### src/verilog/xops_params.svh
// Constants for the extended rotate, subtract and skip datapath.
`ifndef XOPS_PARAMS_SVH
`define XOPS_PARAMS_SVH

// Register port map, one byte per index.
`define XO_REG_WORKING  4'h0
`define XO_REG_STATUS   4'h1
`define XO_REG_RESULT   4'h2
`define XO_REG_SKIPS    4'h3
`define XO_REG_OPS      4'h4
`define XO_REG_ERROR    4'h5

// Widths of the data memory address and the register port address.
`define XO_ADDR_W       16
`define XO_REG_ADDR_W   4

// Status flag positions inside the status register.
`define XO_FLAG_C       0
`define XO_FLAG_AC      1
`define XO_FLAG_Z       2
`define XO_FLAG_OV      3
`define XO_FLAG_SC      4
`define XO_FLAG_CZ      5

// Reset and constant data values.
`define XO_WORKING_RST  8'h00
`define XO_STATUS_RST   6'h00
`define XO_COUNT_RST    8'h00
`define XO_FILL_VALUE   8'hff
`define XO_DEC_STEP     8'h01
`define XO_ERR_CLR_BIT  0

`endif

### src/verilog/xops_pkg.sv
// Types shared by the extended rotate, subtract and skip datapath.
package xops_pkg;

   // Operation codes issued by the sequencer.
   typedef enum logic [2:0] {
      OP_NONE      = 3'h0,
      OP_ROT_W     = 3'h1,
      OP_SBC_W     = 3'h2,
      OP_SBC_M     = 3'h3,
      OP_DSZ_M     = 3'h4,
      OP_DSZ_W     = 3'h5,
      OP_FILL      = 3'h6,
      OP_ILLEGAL   = 3'h7
   } op_e;

   // Status flags; c sits in bit 0 when packed into the status byte.
   typedef struct packed {
      logic cz;
      logic sc;
      logic ov;
      logic z;
      logic ac;
      logic c;
   } flags_s;

   // One operation with its operand byte already read from memory.
   typedef struct packed {
      op_e        op;
      logic [15:0] addr;
      logic [7:0] mem;
   } op_req_s;

   // What an operation does to the working register, memory and flags.
   typedef struct packed {
      logic [7:0] working;
      logic       working_we;
      logic [7:0] mem_wdata;
      logic       mem_we;
      flags_s     flags;
      logic       flags_we;
      logic       skip;
      logic       illegal;
      logic [7:0] result;
   } alu_res_s;

endpackage

### src/verilog/xops_alu.sv
// Combinational arithmetic for the extended operations.
`timescale 1ns/100ps
`include "xops_params.svh"

module xops_alu (
   input  wire xops_pkg::op_req_s  i_req,
   input  wire xops_pkg::flags_s   i_flags,
   input  wire logic [7:0]         i_working,
   output xops_pkg::alu_res_s      o_res
);

   // Zero test is shared by the subtract flags and the skip decision.
   function automatic logic is_null(input logic [7:0] v);
      is_null = (v == 8'h00);
   endfunction

   wire logic [7:0] mem_b    = i_req.mem;
   wire logic       borrow_i = ~i_flags.c;
   // Nine bits so the borrow out of bit 7 is visible.
   wire logic [8:0] diff_full = {1'b0, i_working} - {1'b0, mem_b}
                                - {8'h00, borrow_i};
   wire logic [4:0] diff_low  = {1'b0, i_working[3:0]}
                                - {1'b0, mem_b[3:0]} - {4'h0, borrow_i};
   wire logic [7:0] diff      = diff_full[7:0];
   wire logic [7:0] dec       = mem_b - `XO_DEC_STEP;
   wire logic [7:0] rot       = {i_flags.c, mem_b[7:1]};
   wire logic       ov_sub    = (i_working[7] ^ mem_b[7])
                                & (diff[7] ^ i_working[7]);

   // Flags after a subtract; chained zero keeps earlier zero in the chain.
   xops_pkg::flags_s sub_flags;
   always_comb begin
      sub_flags.c  = ~diff_full[8];
      sub_flags.ac = ~diff_low[4];
      sub_flags.z  = is_null(diff);
      sub_flags.ov = ov_sub;
      sub_flags.sc = ov_sub ^ diff[7];
      sub_flags.cz = i_flags.z & is_null(diff);
   end

   // Flags after a rotate: only carry moves.
   xops_pkg::flags_s rot_flags;
   always_comb begin
      rot_flags   = i_flags;
      rot_flags.c = mem_b[0];
   end

   // Per-operation effects; working, memory data and flags not named hold their old value, result reads zero.
   always_comb begin
      o_res            = '0;
      o_res.working    = i_working;
      o_res.mem_wdata  = mem_b;
      o_res.flags      = i_flags;
      case (i_req.op)
         xops_pkg::OP_ROT_W: begin
            o_res.working    = rot;
            o_res.working_we = 1'b1;
            o_res.flags      = rot_flags;
            o_res.flags_we   = 1'b1;
            o_res.result     = rot;
         end
         xops_pkg::OP_SBC_W: begin
            o_res.working    = diff;
            o_res.working_we = 1'b1;
            o_res.flags      = sub_flags;
            o_res.flags_we   = 1'b1;
            o_res.result     = diff;
         end
         xops_pkg::OP_SBC_M: begin
            o_res.mem_wdata  = diff;
            o_res.mem_we     = 1'b1;
            o_res.flags      = sub_flags;
            o_res.flags_we   = 1'b1;
            o_res.result     = diff;
         end
         xops_pkg::OP_DSZ_M: begin
            o_res.mem_wdata  = dec;
            o_res.mem_we     = 1'b1;
            o_res.skip       = is_null(dec);
            o_res.result     = dec;
         end
         xops_pkg::OP_DSZ_W: begin
            o_res.working    = dec;
            o_res.working_we = 1'b1;
            o_res.skip       = is_null(dec);
            o_res.result     = dec;
         end
         xops_pkg::OP_FILL: begin
            o_res.mem_wdata  = `XO_FILL_VALUE;
            o_res.mem_we     = 1'b1;
            o_res.result     = `XO_FILL_VALUE;
         end
         xops_pkg::OP_ILLEGAL: begin
            o_res.illegal    = 1'b1;
         end
         default: begin
            o_res.result     = 8'h00;
         end
      endcase
   end

endmodule

### src/verilog/xops_core.sv
// Extended-address rotate, subtract, decrement-skip and fill datapath.
//
// The address-and-strobe port and the address map were decided locally.
`timescale 1ns/100ps
`include "xops_params.svh"

module xops_core (
   input  wire logic                          i_clk_sys,
   input  wire logic                          i_rst,
   input  wire logic                          i_op_valid,
   input  wire xops_pkg::op_req_s             i_op,
   output logic                               o_op_ready,
   output logic                               o_mem_we,
   output logic [`XO_ADDR_W-1:0]              o_mem_addr,
   output logic [7:0]                         o_mem_wdata,
   output logic                               o_skip,
   output logic                               o_dummy,
   output logic [7:0]                         o_working,
   output xops_pkg::flags_s                   o_flags,
   input  wire logic [`XO_REG_ADDR_W-1:0]     i_reg_addr,
   input  wire logic [7:0]                    i_reg_wdata,
   input  wire logic                          i_reg_wr,
   input  wire logic                          i_reg_rd,
   output logic [7:0]                         o_reg_rdata
);

   // Sequencer slot: normal issue, or the dummy slot after a skip.
   typedef enum logic [0:0] {
      ST_RUN   = 1'b0,
      ST_SKIP  = 1'b1
   } slot_e;

   slot_e                state_r;
   slot_e                state_nxt;
   logic [7:0]           working_r;
   logic [7:0]           working_nxt;
   xops_pkg::flags_s     flags_r;
   xops_pkg::flags_s     flags_nxt;
   logic                 mem_we_r;
   logic [`XO_ADDR_W-1:0] mem_addr_r;
   logic [7:0]           mem_wdata_r;
   logic                 skip_r;
   logic                 dummy_r;
   logic [7:0]           result_r;
   logic [7:0]           skip_cnt_r;
   logic [7:0]           op_cnt_r;
   logic                 err_r;
   logic                 err_nxt;
   logic [7:0]           rdata_r;
   xops_pkg::alu_res_s   alu_res;

   // The arithmetic itself lives in a purely combinational leaf.
   xops_alu u_alu (
      .i_req     (i_op),
      .i_flags   (flags_r),
      .i_working (working_r),
      .o_res     (alu_res)
   );

   // Issue handshake and register port decode.
   wire logic take         = i_op_valid && (state_r == ST_RUN);
   wire logic take_real    = take && (i_op.op != xops_pkg::OP_NONE);
   wire logic wr_working   = i_reg_wr && (i_reg_addr == `XO_REG_WORKING);
   wire logic wr_status    = i_reg_wr && (i_reg_addr == `XO_REG_STATUS);
   wire logic wr_error     = i_reg_wr && (i_reg_addr == `XO_REG_ERROR);
   wire logic err_clear    = wr_error && i_reg_wdata[`XO_ERR_CLR_BIT];
   wire logic op_working   = take && alu_res.working_we;
   wire logic op_flags     = take && alu_res.flags_we;
   wire logic skip_now     = take && alu_res.skip;

   // New ops are refused only while the dummy slot runs.
   assign o_op_ready = (state_r == ST_RUN);

   // A taken skip buys exactly one dummy slot before the next issue.
   always_comb begin
      case (state_r)
         ST_RUN: begin
            if (skip_now) begin
               state_nxt = ST_SKIP;
            end else begin
               state_nxt = ST_RUN;
            end
         end
         ST_SKIP: begin
            state_nxt = ST_RUN;
         end
         default: begin
            state_nxt = ST_RUN;
         end
      endcase
   end

   // An executing operation beats a software write in the same cycle, so
   // the architectural result is never silently overwritten.
   always_comb begin
      if (op_working) begin
         working_nxt = alu_res.working;
      end else if (wr_working) begin
         working_nxt = i_reg_wdata;
      end else begin
         working_nxt = working_r;
      end
   end

   // Flags move only for ops that own them or a status write; skips and fill keep them.
   always_comb begin
      if (op_flags) begin
         flags_nxt = alu_res.flags;
      end else if (wr_status) begin
         flags_nxt = xops_pkg::flags_s'(i_reg_wdata[5:0]);
      end else begin
         flags_nxt = flags_r;
      end
   end

   // Illegal opcode flag: a new event wins over a clear in the same cycle.
   assign err_nxt = (take && alu_res.illegal) || (err_r && !err_clear);

   // Register read mux; unmapped indices read zero.
   wire logic [7:0] rd_mux =
      (i_reg_addr == `XO_REG_WORKING) ? working_r :
      (i_reg_addr == `XO_REG_STATUS)  ? {2'b00, flags_r} :
      (i_reg_addr == `XO_REG_RESULT)  ? result_r :
      (i_reg_addr == `XO_REG_SKIPS)   ? skip_cnt_r :
      (i_reg_addr == `XO_REG_OPS)     ? op_cnt_r :
      (i_reg_addr == `XO_REG_ERROR)   ? {7'h00, err_r} :
                                        8'h00;

   // Slot state machine.
   always_ff @(posedge i_clk_sys or posedge i_rst) begin
      if (i_rst) begin
         state_r <= ST_RUN;
      end else begin
         state_r <= state_nxt;
      end
   end

   // Architectural working register and flags.
   always_ff @(posedge i_clk_sys or posedge i_rst) begin
      if (i_rst) begin
         working_r <= `XO_WORKING_RST;
         flags_r   <= xops_pkg::flags_s'(`XO_STATUS_RST);
      end else begin
         working_r <= working_nxt;
         flags_r   <= flags_nxt;
      end
   end

   // Memory write port: one-cycle strobe, data held until the next write.
   always_ff @(posedge i_clk_sys or posedge i_rst) begin
      if (i_rst) begin
         mem_we_r    <= 1'b0;
         mem_addr_r  <= '0;
         mem_wdata_r <= 8'h00;
      end else begin
         mem_we_r <= take && alu_res.mem_we;
         if (take && alu_res.mem_we) begin
            mem_addr_r  <= i_op.addr;
            mem_wdata_r <= alu_res.mem_wdata;
         end
      end
   end

   // Skip pulse to the sequencer and the dummy slot marker, both in the same cycle.
   always_ff @(posedge i_clk_sys or posedge i_rst) begin
      if (i_rst) begin
         skip_r  <= 1'b0;
         dummy_r <= 1'b0;
      end else begin
         skip_r  <= skip_now;
         dummy_r <= skip_now;
      end
   end

   // Last result and activity counters; counters wrap silently.
   always_ff @(posedge i_clk_sys or posedge i_rst) begin
      if (i_rst) begin
         result_r   <= `XO_COUNT_RST;
         skip_cnt_r <= `XO_COUNT_RST;
         op_cnt_r   <= `XO_COUNT_RST;
      end else begin
         if (take_real) begin
            result_r <= alu_res.result;
            op_cnt_r <= op_cnt_r + 8'h01;
         end
         if (skip_now) begin
            skip_cnt_r <= skip_cnt_r + 8'h01;
         end
      end
   end

   // Sticky illegal-op flag and read data pipeline.
   always_ff @(posedge i_clk_sys or posedge i_rst) begin
      if (i_rst) begin
         err_r   <= 1'b0;
         rdata_r <= 8'h00;
      end else begin
         err_r <= err_nxt;
         if (i_reg_rd) begin
            rdata_r <= rd_mux;
         end else begin
            rdata_r <= 8'h00;
         end
      end
   end

   // Outputs come straight from flip-flops.
   assign o_mem_we    = mem_we_r;
   assign o_mem_addr  = mem_addr_r;
   assign o_mem_wdata = mem_wdata_r;
   assign o_skip      = skip_r;
   assign o_dummy     = dummy_r;
   assign o_working   = working_r;
   assign o_flags     = flags_r;
   assign o_reg_rdata = rdata_r;

endmodule

### config.mk
export PLATFORM = sky130hd
export DESIGN_NAME = xops_core
export DESIGN_NICKNAME = d
export VERILOG_FILES = /design/src/verilog/xops_pkg.sv /design/src/verilog/xops_alu.sv /design/src/verilog/xops_core.sv
export VERILOG_INCLUDE_DIRS = /design/src /design/src/verilog
export SDC_FILE = /design/constraint.sdc
export NUM_CORES = 1
export LEC_CHECK = 0
export ABC_AREA = 1
export BUFFER_PORTS_ARGS = -buffer_cell sky130_fd_sc_hd__clkbuf_2
export CORE_AREA = 5 5 122 89
export DETAILED_ROUTE_END_ITERATION = 8
export DIE_AREA = 0 0 127 94
export PLACE_DENSITY = 0.76
export SYNTH_ARGS = -nofsm -noshare
export SYNTH_HDL_FRONTEND = slang
export SYNTH_SLANG_ARGS = --single-unit
### constraint.sdc
create_clock -name i_clk_sys -period 2.1 [get_ports i_clk_sys]
set_input_delay 0 -clock i_clk_sys [delete_from_list [all_inputs] [get_ports i_clk_sys]]
set_output_delay 0 -clock i_clk_sys [all_outputs]
set_load 0.05 [all_outputs]
Word-level counts from Yosys, hierarchy flattened
Cells that the tools add are included.
{"block": "word_totals", "ff_bits": 74, "in_bits": 44, "out_inout_bits": 50, "word_cells": 93}
{"block": "op_classes", "add_sub_neg": 7, "n_eq_ne": 16, "mux": 19, "bitwise": 9, "reduce_logical": 25}
{"operator": "8-bit two-way mux", "n": 8}
{"operator": "9-bit one-hot mux with 3 select lines", "n": 2}
{"operator": "8-bit one-hot mux with 4 select lines", "n": 1}
{"operator": "8-bit by 1-bit adder with 8-bit output, second input constant", "n": 2}
{"operator": "8-bit zero test", "n": 2}
{"operator": "7-bit one-hot mux with 2 select lines", "n": 1}
{"operator": "3-bit == test, second input constant", "n": 4}
{"operator": "1-bit logical AND", "n": 12}
{"operator": "6-bit two-way mux", "n": 2}
{"operator": "8-bit by 8-bit subtractor with 9-bit output", "n": 1}
{"operator": "9-bit by 1-bit subtractor with 9-bit output", "n": 1}
{"operator": "4-bit by 2-bit == test with 1-bit output, second input constant", "n": 2}
{"operator": "4-bit by 3-bit == test with 1-bit output, second input constant", "n": 2}
{"operator": "8-bit by 1-bit subtractor with 8-bit output, second input constant", "n": 1}
{"operator": "3-bit by 2-bit == test with 1-bit output, second input constant", "n": 2}
{"operator": "4-bit by 4-bit subtractor with 5-bit output", "n": 1}
{"operator": "5-bit by 1-bit subtractor with 5-bit output", "n": 1}
{"operator": "4-bit by 1-bit == test with 1-bit output, second input constant", "n": 1}
{"operator": "4-bit zero test", "n": 1}
{"operator": "1-bit two-way mux", "n": 4}
{"operator": "2-bit != test, second input constant", "n": 2}
{"operator": "4-bit by 1-bit != test with 1-bit output, second input constant", "n": 1}
{"operator": "1-bit NOT", "n": 4}
{"operator": "2-bit AND reduction", "n": 2}
{"operator": "11 further kinds", "n": 16}

Logic depth before layout (Yosys ltp)
Gate-level depths: netlist of the first run.
{"block": "depth", "ltp_word": 9, "mapped_depth": 17, "mapped_depth_nobuf": 17}

By module
From an unflattened synthesis of the first run, not the netlist that was laid out.
{"block": "unflattened", "hier_cells": 752, "area_unflattened_um2": 5026.1}
{"module": "xops_core", "n_inst": 1, "cells_per_inst": 481, "area_per_inst_um2": 3622.2, "seq_area_each_um2": 1851.8}
{"module": "xops_alu", "n_inst": 1, "cells_per_inst": 271, "area_per_inst_um2": 1403.8, "seq_area_each_um2": 0.0}

Least setup slack after synthesis of the first run
Ideal clock, no wire load.
{"block": "synth_path", "path_kind": "reg2reg", "start": "register working_r[0], in the netlist o_working[0]", "end": "register flags_r, in the netlist o_flags[3]", "setup_time_ns": 0.118, "t_arrival_ns": 2.334, "required_ns": 1.982, "setup_slack_ns": -0.352, "path_stages_with_launch": 15, "n_path_buf": 0, "period_less_slack_ns": 2.452, "path_cell_list": "dfrtp_1 inv_1 fa_1 inv_1 ha_1 o21ai_0 nand2_1 nand2_1 nand3_1 nand2_1 inv_1 nand2_1 nand3_1 o21ai_1 inv_1"}
{"block": "synth_via", "elab_chain_len": 6}
{"element": "start: declaration", "line": "xops_core.sv:35", "text": "logic [7:0] working_r;"}
{"element": "start signal: assignment", "line": "xops_core.sv:141", "text": "working_r <= `XO_WORKING_RST;"}
{"element": "start signal: assignment", "line": "xops_core.sv:144", "text": "working_r <= working_nxt;"}
{"element": "8-bit by 8-bit subtractor with 9-bit output", "line": "xops_alu.sv:20", "text": "wire logic [8:0] diff_full = {1'b0, i_working} - {1'b0, mem_b}"}
{"element": "9-bit by 1-bit subtractor with 9-bit output", "line": "xops_alu.sv:21", "text": "- {8'h00, borrow_i};"}
{"element": "1-bit XOR", "line": "xops_alu.sv:28", "text": "& (diff[7] ^ i_working[7]);"}
{"element": "1-bit AND", "line": "xops_alu.sv:28"}
{"element": "7-bit one-hot mux with 2 select lines", "line": "xops_alu.sv:54", "text": "case (i_req.op)"}
{"element": "6-bit two-way mux", "line": "xops_core.sv:107", "text": "if (op_flags) begin"}
{"element": "end signal: assignment", "line": "xops_core.sv:142", "text": "flags_r <= xops_pkg::flags_s'(`XO_STATUS_RST);"}
{"element": "end signal: assignment", "line": "xops_core.sv:145", "text": "flags_r <= flags_nxt;"}
{"element": "end: declaration", "line": "xops_core.sv:37", "text": "xops_pkg::flags_s flags_r;"}
Every way passes these cells. The select of a mux whose other input is x is not followed.
A chain may end at the register's enable or synchronous reset.

Final worst setup path of the first run
{"block": "layout_path", "start": "register working_r[0], in the netlist o_working[0]", "end": "register flags_r, in the netlist o_flags[0]"}
{"block": "layout_via", "elab_chain_len": 5}
{"element": "8-bit by 8-bit subtractor with 9-bit output", "line": "xops_alu.sv:20"}
{"element": "9-bit by 1-bit subtractor with 9-bit output", "line": "xops_alu.sv:21"}
{"element": "1-bit NOT", "line": "xops_alu.sv:33", "text": "sub_flags.c = ~diff_full[8];"}
{"element": "7-bit one-hot mux with 2 select lines", "line": "xops_alu.sv:54"}
{"element": "6-bit two-way mux", "line": "xops_core.sv:107"}
Every way passes these cells. The select of a mux whose other input is x is not followed.

==> metrics.yaml, run 1 <==
status: "complete, but fails checks"
failed_checks: "negative setup slack"
numClockSinks: 74
cp_slowest_stage_delay_ns: 0.41
reg2reg_from: "o_working[0]"
whs_ns: 0.02292
endpoint_kind: "register"
fin_crit_ns: 2.227
start_kind: "register"
wl_um: 15430
setup_violations: 13
setup_slack_ns: -0.1270
nNetsFinal: 854
num_vias: 5025
synth_ff_type: "dfrtp_1"
reg2reg_slack_ns: -0.13
antenna_left: 0
clk_latency_ns: 0.33
synth.cell_area_mm2: 0.004683
antenna_found_initial: 0
io_buffer_count: 93
tightest_slew_ns: 0.5772
synth_fa_ha_area_share_pct: 5.664
h-tree-depth: 3
clock.fmax_mhz: 449.0
fillers: 807
coreArea_mm2: 0.009534
synth_cell_types: 42
worst_clock_skew_ns: 0.006149
rows: 30
period_share_pct: 106.0
cts_made_buffers: 9
cts_buffer_depth: 2
cp_data_arrival_time_ns: 2.47
layout_common_cells: "212 x nand2_1, 93 x clkbuf_2, 79 x inv_1"
synth_xor_area_share_pct: 2.431
synth-edff-count: 0
grt_pass1_vias: 4604
hp-class: "input pin to register"
slew_headroom_pct: 61.46
yosys_warnings: 0
drive_gt1_share_pct: 29.31
required_ns: 2.34
wire_per_inst_um: 16.72
syn_area_per_cell_um2: 7.306
syn_nets: 705
ir_drop_uv: 627.5
final_cells: 923
criticalPathCategory: "register to register"
yosys.area_share.simple_pct: 30.91
maxCapViolCount: 0
design_power_total_mw: 6.557
critical_path.cell_chain: "inv_2, fa_2, inv_2, fa_2, inv_2, nand2_2, nand2_2, nand2_2, buf_6, nand4_1, nand2_1, a21boi_1, o21ai_1, a21oi_2"
synth_seq_area_share_pct: 39.54
hold_violations: 0
crit_path_max_fanout: 3
gp_congestion: 0.9683
synth_top_family_by_area: "simple AND/OR/NAND/NOR gates"
rsz0062_at_grt: "yes"
top_level_ports: 94
dp_cells: 877
diodes: 0
die_w_um: 127
p_per_area_mw_per_mm2: 1034
grt_max_degree: 50
layout_commonest_cell: "nand2_1"
cts-root-buf: "clkbuf_16"
die-height_um: 94
ys_ff_latch: 74
synthMuxAreaShare_pct: 0
clkTransAtPathRegs_ns: 0.06
synth-compound-area-share_pct: 12.24
syn_inst: 641
vias_per_cell: 5.444
final_core_util_pct: 66.52
grt_usage_pct: 25.53
hpwl_um: 11390
worstSetupEndpoint: "o_flags[0]"
drc: 0
grt_overflow: 0
area_growth_pct: 35.43
r2r_end: "o_flags[0]"
drtPass1Iterations: 8
start_util_pct: 49.12
cts_tree: "yes"
ys_async_sr_fraction_pct: 100.0
die-area_mm2: 0.01194
drt_iter0_drc: 607
worst_r2r_path_depth: 14
slew_violations: 0
crit_slowest_cell: "dfrtp_2"
leakagePower_nw: 3.349
critical_path.startpoint: "o_working[0]"
grt_pass1_wl_um: 23950
==> metal layers <==
metal	vias to the layer above	global-route usage, %	wire length, µm
met5	-	0	0
met1	2319	36.87	6588
met3	38	7.159	1912
li1	2364	-	-
met2	304	37.24	6598
met4	0	7.411	333
==> final cells by class <==
class	instances	area, µm²	share of cell area, %
well taps	128	160.2	2.525
clock inverters	4	98.84	1.558
multi-input cells	461	2648	41.74
repair buffers	146	948.4	14.95
flip-flops and latches	74	1861	29.34
inverters	98	370.4	5.839
clock buffers	12	256.5	4.044
==> through the flow <==
stage	setup TNS (ns)	cell area [µm²]	setup WS, ns
after floorplan	-0.7074	4737	-0.1153
after global placement	-0.3556	5487	-0.1011
after detailed placement	-0.9593	5487	-0.1820
after CTS	-0.6856	6115	-0.1139
after global routing	-2.341	6342	-0.2114
final	-0.7830	6342	-0.1270
==> critical path: cells and delay by family, from the launching register on <==
| family | cells | cell delay [ns] |
|---|---|---|
| flops | 1 | 0.41 |
| simple gates | 5 | 0.38 |
| fa+ha+maj | 2 | 0.59 |
| buf+inv | 4 | 0.32 |
| compound gates | 3 | 0.43 |
==> worst min-delay path by stage <==
stage | from | endpoint | slack (ns) | cells after the start
final | i_reg_wdata[7] | o_working[7] | 0.02 | 5
after global routing | i_reg_wdata[2] | o_working[2] | 0.03 | 3
after CTS | i_reg_wdata[3] | o_working[3] | 0.001 | 3
after detailed placement | i_rst | o_mem_addr[7] | 0.08 | 2
after global placement | i_rst | o_mem_wdata[3] | 0.07 | 2
after floorplan | i_op[8] | o_mem_addr[0] | 0.11 | 2
==> logic make-up after synthesis <==
family                     Yosys count
xor gates and xnor gates            13
DFF                                 74
buffers and inverters              106
adders and majority gates           20
and+or+nand+nor                    337
AOI/OAI and AO/OA                   91
==> timing repair <==
item                                    4_1_cts  5_1_grt
endpoints found under the setup margin       13       22
resized for setup                            10       46
pin swaps                                     7       24
hold endpoints to repair                     52        0
setup buffers                                 2        5
hold buffers                                 23        0
==> Yosys cell counts (all sizes together), types with 6 or more instances <==
| cell type | count | area share (%) |
|---|---|---|
| a21oi | 31 | 3.6 |
| nand4 | 12 | 1.7 |
| ha | 18 | 4.8 |
| nand2 | 234 | 19 |
| nand3 | 29 | 3.4 |
| nor2 | 51 | 5.0 |
| buf | 6 | 1.1 |
| dfrtp | 74 | 40 |
| o21ai | 27 | 3.0 |
| inv | 98 | 7.9 |
| o221ai | 8 | 1.5 |
| o211ai | 9 | 1.4 |
| xor2 | 8 | 1.5 |
==> power by group <==
group / switching (mW) / internal (mW)
Combinational: 1.85 / 0.974
Sequential: 0.209 / 1.70
Clock: 0.602 / 1.23
==> state kept, by name, summed over array words and instances (netlist names), 6 cells and up <==
name / flops
o_flags: 6
o_working: 8
o_mem_wdata: 8
o_mem_addr: 16
op_cnt_r: 8
skip_cnt_r: 8
result_r: 8
o_reg_rdata: 8
Note: power is estimated with default switching activity, not from simulation.
==> run 2: changes to the inputs <==
- PLACE_DENSITY: 0.76 -> unset
- PLACE_DENSITY_LB_ADDON: unset -> 0.15
==> metrics.yaml, run 2 (synthesis gave the netlist of run 1 again) <==
coreArea_mm2: 0.009534  # unchanged
failed_checks: "negative hold slack, negative setup slack"
wl_um: 15060  # -2.4%
dpl_worst_slack_ns: -0.1779  # +0.004192 ns
reg2reg_slack_ns: -0.07  # +0.05 ns
setup_violations: 15  # +2
clkTransAtPathRegs_ns: 0.06  # about the same
drc: 0  # unchanged
start_util_pct: 49.12  # unchanged
grt_overflow: 0  # unchanged
fillers: 857  # +6.2%
area_growth_pct: 34.46
cts_made_buffers: 9  # unchanged
layout_commonest_cell: "nand2_1"
grt_max_degree: 52  # +4.0%
cts_buffer_depth: 2  # unchanged
cp_data_arrival_time_ns: 2.44  # -0.03 ns
fin_area_mm2: 0.006297  # -0.71%
maxCapViolCount: 0  # unchanged
worst_r2r_path_depth: 12  # -2
die-height_um: 94  # unchanged
drtPass1Iterations: 6  # -2
reg2reg_from: "o_working[0]"
die_w_um: 127  # unchanged
endpoint_kind: "register"
grt_usage_pct: 25.91  # +0.39 points
r2r_end: "o_flags[5]"
rows: 30  # unchanged
status: "complete, but fails checks"
diodes: 0  # unchanged
antenna_found_initial: 0  # unchanged
wire_per_inst_um: 16.23  # -2.9%
setup_slack_ns: -0.07427  # +0.05277 ns
whs_ns: -0.003082  # -0.02600 ns
layout_common_cells: "213 x nand2_1, 93 x clkbuf_2, 77 x inv_1"
grt_pass1_wl_um: 24440  # +2.0%
num_vias: 4828  # -3.9%
period_share_pct: 103.5  # -2.5 points
gp_congestion: 0.9790  # +1.1%
rsz0062_at_grt: "yes"
antenna_left: 0  # unchanged
top_level_ports: 94  # unchanged
criticalPathCategory: "register to register"
worst_clock_skew_ns: 0.005781  # -0.0003681 ns
numClockSinks: 74  # unchanged
cts-root-buf: "clkbuf_16"
io_buffer_count: 93  # unchanged
ir_drop_uv: 616.8  # -1.7%
die-area_mm2: 0.01194  # unchanged
nNetsFinal: 859  # +0.59%
drt_iter0_drc: 543  # -11%
clk_latency_ns: 0.33  # about the same
cts_tree: "yes"
slew_violations: 0  # unchanged
slew_headroom_pct: 63.98  # +2.5 points
crit_path_max_fanout: 4  # +1
h-tree-depth: 3  # unchanged
fin_crit_ns: 2.174  # -0.05277 ns
hold-path-endpoint: "o_working[2]"
start_kind: "register"
vias_per_cell: 5.203  # -4.4%
min_path_cells: 3  # -2
drive_gt1_share_pct: 29.63  # +0.32 points
min-delay-start: "i_reg_wdata[2]"
required_ns: 2.36  # +0.02 ns
hp-class: "input pin to register"
grt_pass1_vias: 4763  # +3.5%
hpwl_um: 11520  # +1.2%
design_power_total_mw: 6.271  # -4.4%
post_dp_cell_area_mm2: 0.005554  # +1.2%
largest_register_ffs: 16  # unchanged
p_per_area_mw_per_mm2: 995.9  # -3.7%
tightest_slew_ns: 0.5395  # -0.03769 ns
clock.fmax_mhz: 459.9  # +2.4%
final_core_util_pct: 66.05  # -0.47 points
leakagePower_nw: 3.322  # -0.81%
hold_violations: 1  # +1
## run 2: worst max-delay path: stages (launching register included)
cell and delay (ns):
dfrtp_2 0.36, inv_2 0.05, fa_2 0.58, inv_2 0.05, ha_4 0.15, or2_4 0.24, nand2_4 0.07, nand3_2 0.06
nand2_2 0.08, nand2_4 0.10, nor2_4 0.11, nand4_1 0.12, a21oi_1 0.14
## run 2: timing repair
item,CTS,global route
pin swaps,10,20
hold buffers,23,0
gates resized for setup,20,32
hold endpoints to repair,51,0
buffers inserted,1,2
setup endpoints to repair,16,27
## run 2: how the worst max path moves through the flow
stage                 startpoint             end  cells past startpoint
floorplan           o_working[0]      o_flags[5]                     12
global placement    o_working[3]  o_mem_wdata[7]                     12
detailed placement  o_working[3]     result_r[7]                     14
CTS                   o_flags[0]    o_working[5]                     13
global route          o_flags[0]      o_flags[5]                     13
finish              o_working[0]      o_flags[5]                     12
## run 2: layout make-up
cell class	instances	area, µm²	share of cell area (%)
clock inverter	4	51.30	0.8146
sequential	74	1861	29.54
clock buffer	12	246.5	3.914
inverter	98	370.4	5.881
multi-input combinational	461	2630	41.76
tap	128	160.2	2.543
timing repair buffer	151	978.4	15.54
## run 2: where the power goes
group | internal (mW) | switching, mW | total (mW) | leakage (nW)
Combinational | 0.965 | 1.84 | 2.81 | 2.27
Clock | 0.956 | 0.603 | 1.56 | 0.143
Sequential | 1.70 | 0.208 | 1.91 | 0.911
Total | 3.62 | 2.65 | 6.27 | 3.32
## run 2: routing by layer
metal / GRT usage (%) / share of wire [%] / wire length (µm) / vias to the layer above
li1: - / - / - / 2366
met1: 37.72 / 47 / 7070 / 2229
met2: 38.38 / 42 / 6366 / 208
met3: 7.443 / 9.6 / 1443 / 25
met4: 5.357 / 1.2 / 180 / 0
met5: 0 / 0 / 0 / -
## run 2: through the flow
stage                     setup TNS, ns  std cells
after global routing             -2.656        928
after floorplan                 -0.7074        641
final                           -0.4123        928
after global placement           -1.071        886
after detailed placement         -1.181        886
after CTS                       -0.2933        926
==> run 3: changes to the inputs <==
- BUFFER_PORTS_ARGS: -buffer_cell sky130_fd_sc_hd__clkbuf_2 -> unset
- CORE_AREA: 5 5 122 89 -> 5 5 114 84
- DIE_AREA: 0 0 127 94 -> 0 0 119 89
- DONT_BUFFER_PORTS: unset -> 1
==> metrics.yaml, run 3 (synthesis gave the netlist of run 1 again) <==
fin_crit_ns: 2.223  # +0.04848 ns
setup_violations: 16  # +1
hpwl_um: 11140  # -3.3%
clock.fmax_mhz: 449.9  # -2.2%
crit_path_max_fanout: 2  # -2
rows: 28  # -6.7%
clk_latency_ns: 0.33  # about the same
post_dp_cell_area_mm2: 0.005030  # -9.4%
setup-tns-final_ns: -1.064  # -0.6522 ns
wl_um: 15350  # +1.9%
critical_path.cell_chain: "inv_2, fa_2, inv_2, ha_4, xor2_4, nor2_1, nand3_1, nor2_2, nand4_1, a21oi_2"
vias_per_cell: 5.747  # +10%
dp_cells: 766  # -14%
antenna_left: 0  # unchanged
cts_made_buffers: 9  # unchanged
area_growth_pct: 27.79
p_per_area_mw_per_mm2: 1032  # +3.6%
status: "complete, but fails checks"
ir_drop_uv: 658.3  # +6.7%
drt_iter0_drc: 523  # -3.7%
tightest_slew_ns: 0.8645  # +0.3249 ns
crit_slowest_cell: "fa_2"
coreArea_mm2: 0.008268  # -13%
layout_commonest_cell: "nand2_1"
whs_ns: 0.01234  # +0.01542 ns
required_ns: 2.36  # about the same
grt_overflow: 0  # unchanged
maxCapViolCount: 0  # unchanged
antenna_found_initial: 0  # unchanged
final_cells: 821  # -12%
design_power_total_mw: 6.174  # -1.5%
worst_clock_skew_ns: 0.006451  # +0.0006699 ns
hold_violations: 0  # -1
grt_pass1_wl_um: 24180  # -1.0%
largest_register_ffs: 16  # unchanged
cts_buffer_depth: 2  # unchanged
leakagePower_nw: 2.988  # -10%
fillers: 639  # -25%
drc: 0  # unchanged
final_core_util_pct: 72.38  # +6.3 points
h-tree-depth: 3  # unchanged
fin_area_mm2: 0.005984  # -5.0%
cp_data_arrival_time_ns: 2.48  # +0.04 ns
hp-class: "input pin to register"
slew_headroom_pct: 42.41  # -22 points
die_w_um: 119  # -6.3%
period_share_pct: 105.8  # +2.3 points
cts_tree: "yes"
grt_usage_pct: 29.24  # +3.3 points
dpl_worst_slack_ns: -0.1817  # -0.003803 ns
start_kind: "register"
wire_per_inst_um: 18.70  # +15%
diodes: 0  # unchanged
endpoint_kind: "register"
criticalPathCategory: "register to register"
rsz0062_at_grt: "yes"
layout_common_cells: "204 x nand2_1, 77 x inv_1, 67 x dfrtp_1"
slew_violations: 0  # unchanged
cts-root-buf: "clkbuf_16"
start_util_pct: 56.64  # +7.5 points
grt_pass1_vias: 4626  # -2.9%
grt_max_degree: 41  # -21%
cp_slowest_stage_delay_ns: 0.59  # about the same
cpMostUsedCell: "inv_2"
top_level_ports: 94  # unchanged
clkTransAtPathRegs_ns: 0.06  # about the same
drive_gt1_share_pct: 22.35  # -7.3 points
drtPass1Iterations: 5  # -1
gp_congestion: 0.9956  # +1.7%
setup_slack_ns: -0.1227  # -0.04848 ns
io_buffer_count: 0  # -100%
num_vias: 4718  # -2.3%
die-area_mm2: 0.01059  # -11%
nNetsFinal: 775  # -9.8%
failed_checks: "negative setup slack"
numClockSinks: 74  # unchanged
die-height_um: 89  # -5.3%
-- run 3: critical path: cells and delay by family (launching register included) --
kind | cells | cell delay, ns
fa+ha+maj | 2 | 0.82
simple gates | 4 | 0.54
flops | 1 | 0.36
xor+xnor | 1 | 0.19
compound gates | 1 | 0.14
buf+inv | 2 | 0.10
-- run 3: path summary, 6_finish.rpt --
path	startpoint	end	slack (ns)	depth (start not counted)
max	o_working[0]	o_flags[5]	-0.12	10
min	i_reg_wdata[0]	o_flags[0]	0.01	3
max reg2reg	o_working[0]	o_flags[5]	-0.12	10
min reg2reg	op_cnt_r[7]	op_cnt_r[7]	0.48	1
max in group asynchronous	i_rst	o_working[6]	1.18	3
min in group asynchronous	i_rst	skip_cnt_r[4]	0.26	2
-- run 3: what timing repair did --
action	CTS	global route
gates cloned	0	0
hold endpoints to repair	77	0
gates resized for setup	25	59
pin swaps	13	36
hold buffers	35	0
setup buffers	1	3
setup endpoints to repair	18	26
-- run 3: metal layers --
metal  part of all wire, %  track usage (%)  vias up
li1                      -                -     2202
met1                    44            41.03     2209
met3                    11            9.677       37
met4                   2.3            8.517        0
met5                     0                0        -
met2                    43            43.52      270
-- run 3: layout make-up --
class	instances	area (µm²)	area share, %
multi-input cells	461	2719	45.43
flip-flops and latches	74	1861	31.09
repair buffers	67	629.4	10.52
inverters	98	372.9	6.230
clock buffers	10	229.0	3.826
well taps	105	131.4	2.195
clock inverters	6	42.54	0.7109
-- run 3: where the power goes --
| part | internal, mW | switching, mW |
|---|---|---|
| registers | 1.69 | 0.661 |
| logic | 0.948 | 1.45 |
| clock network | 0.802 | 0.621 |
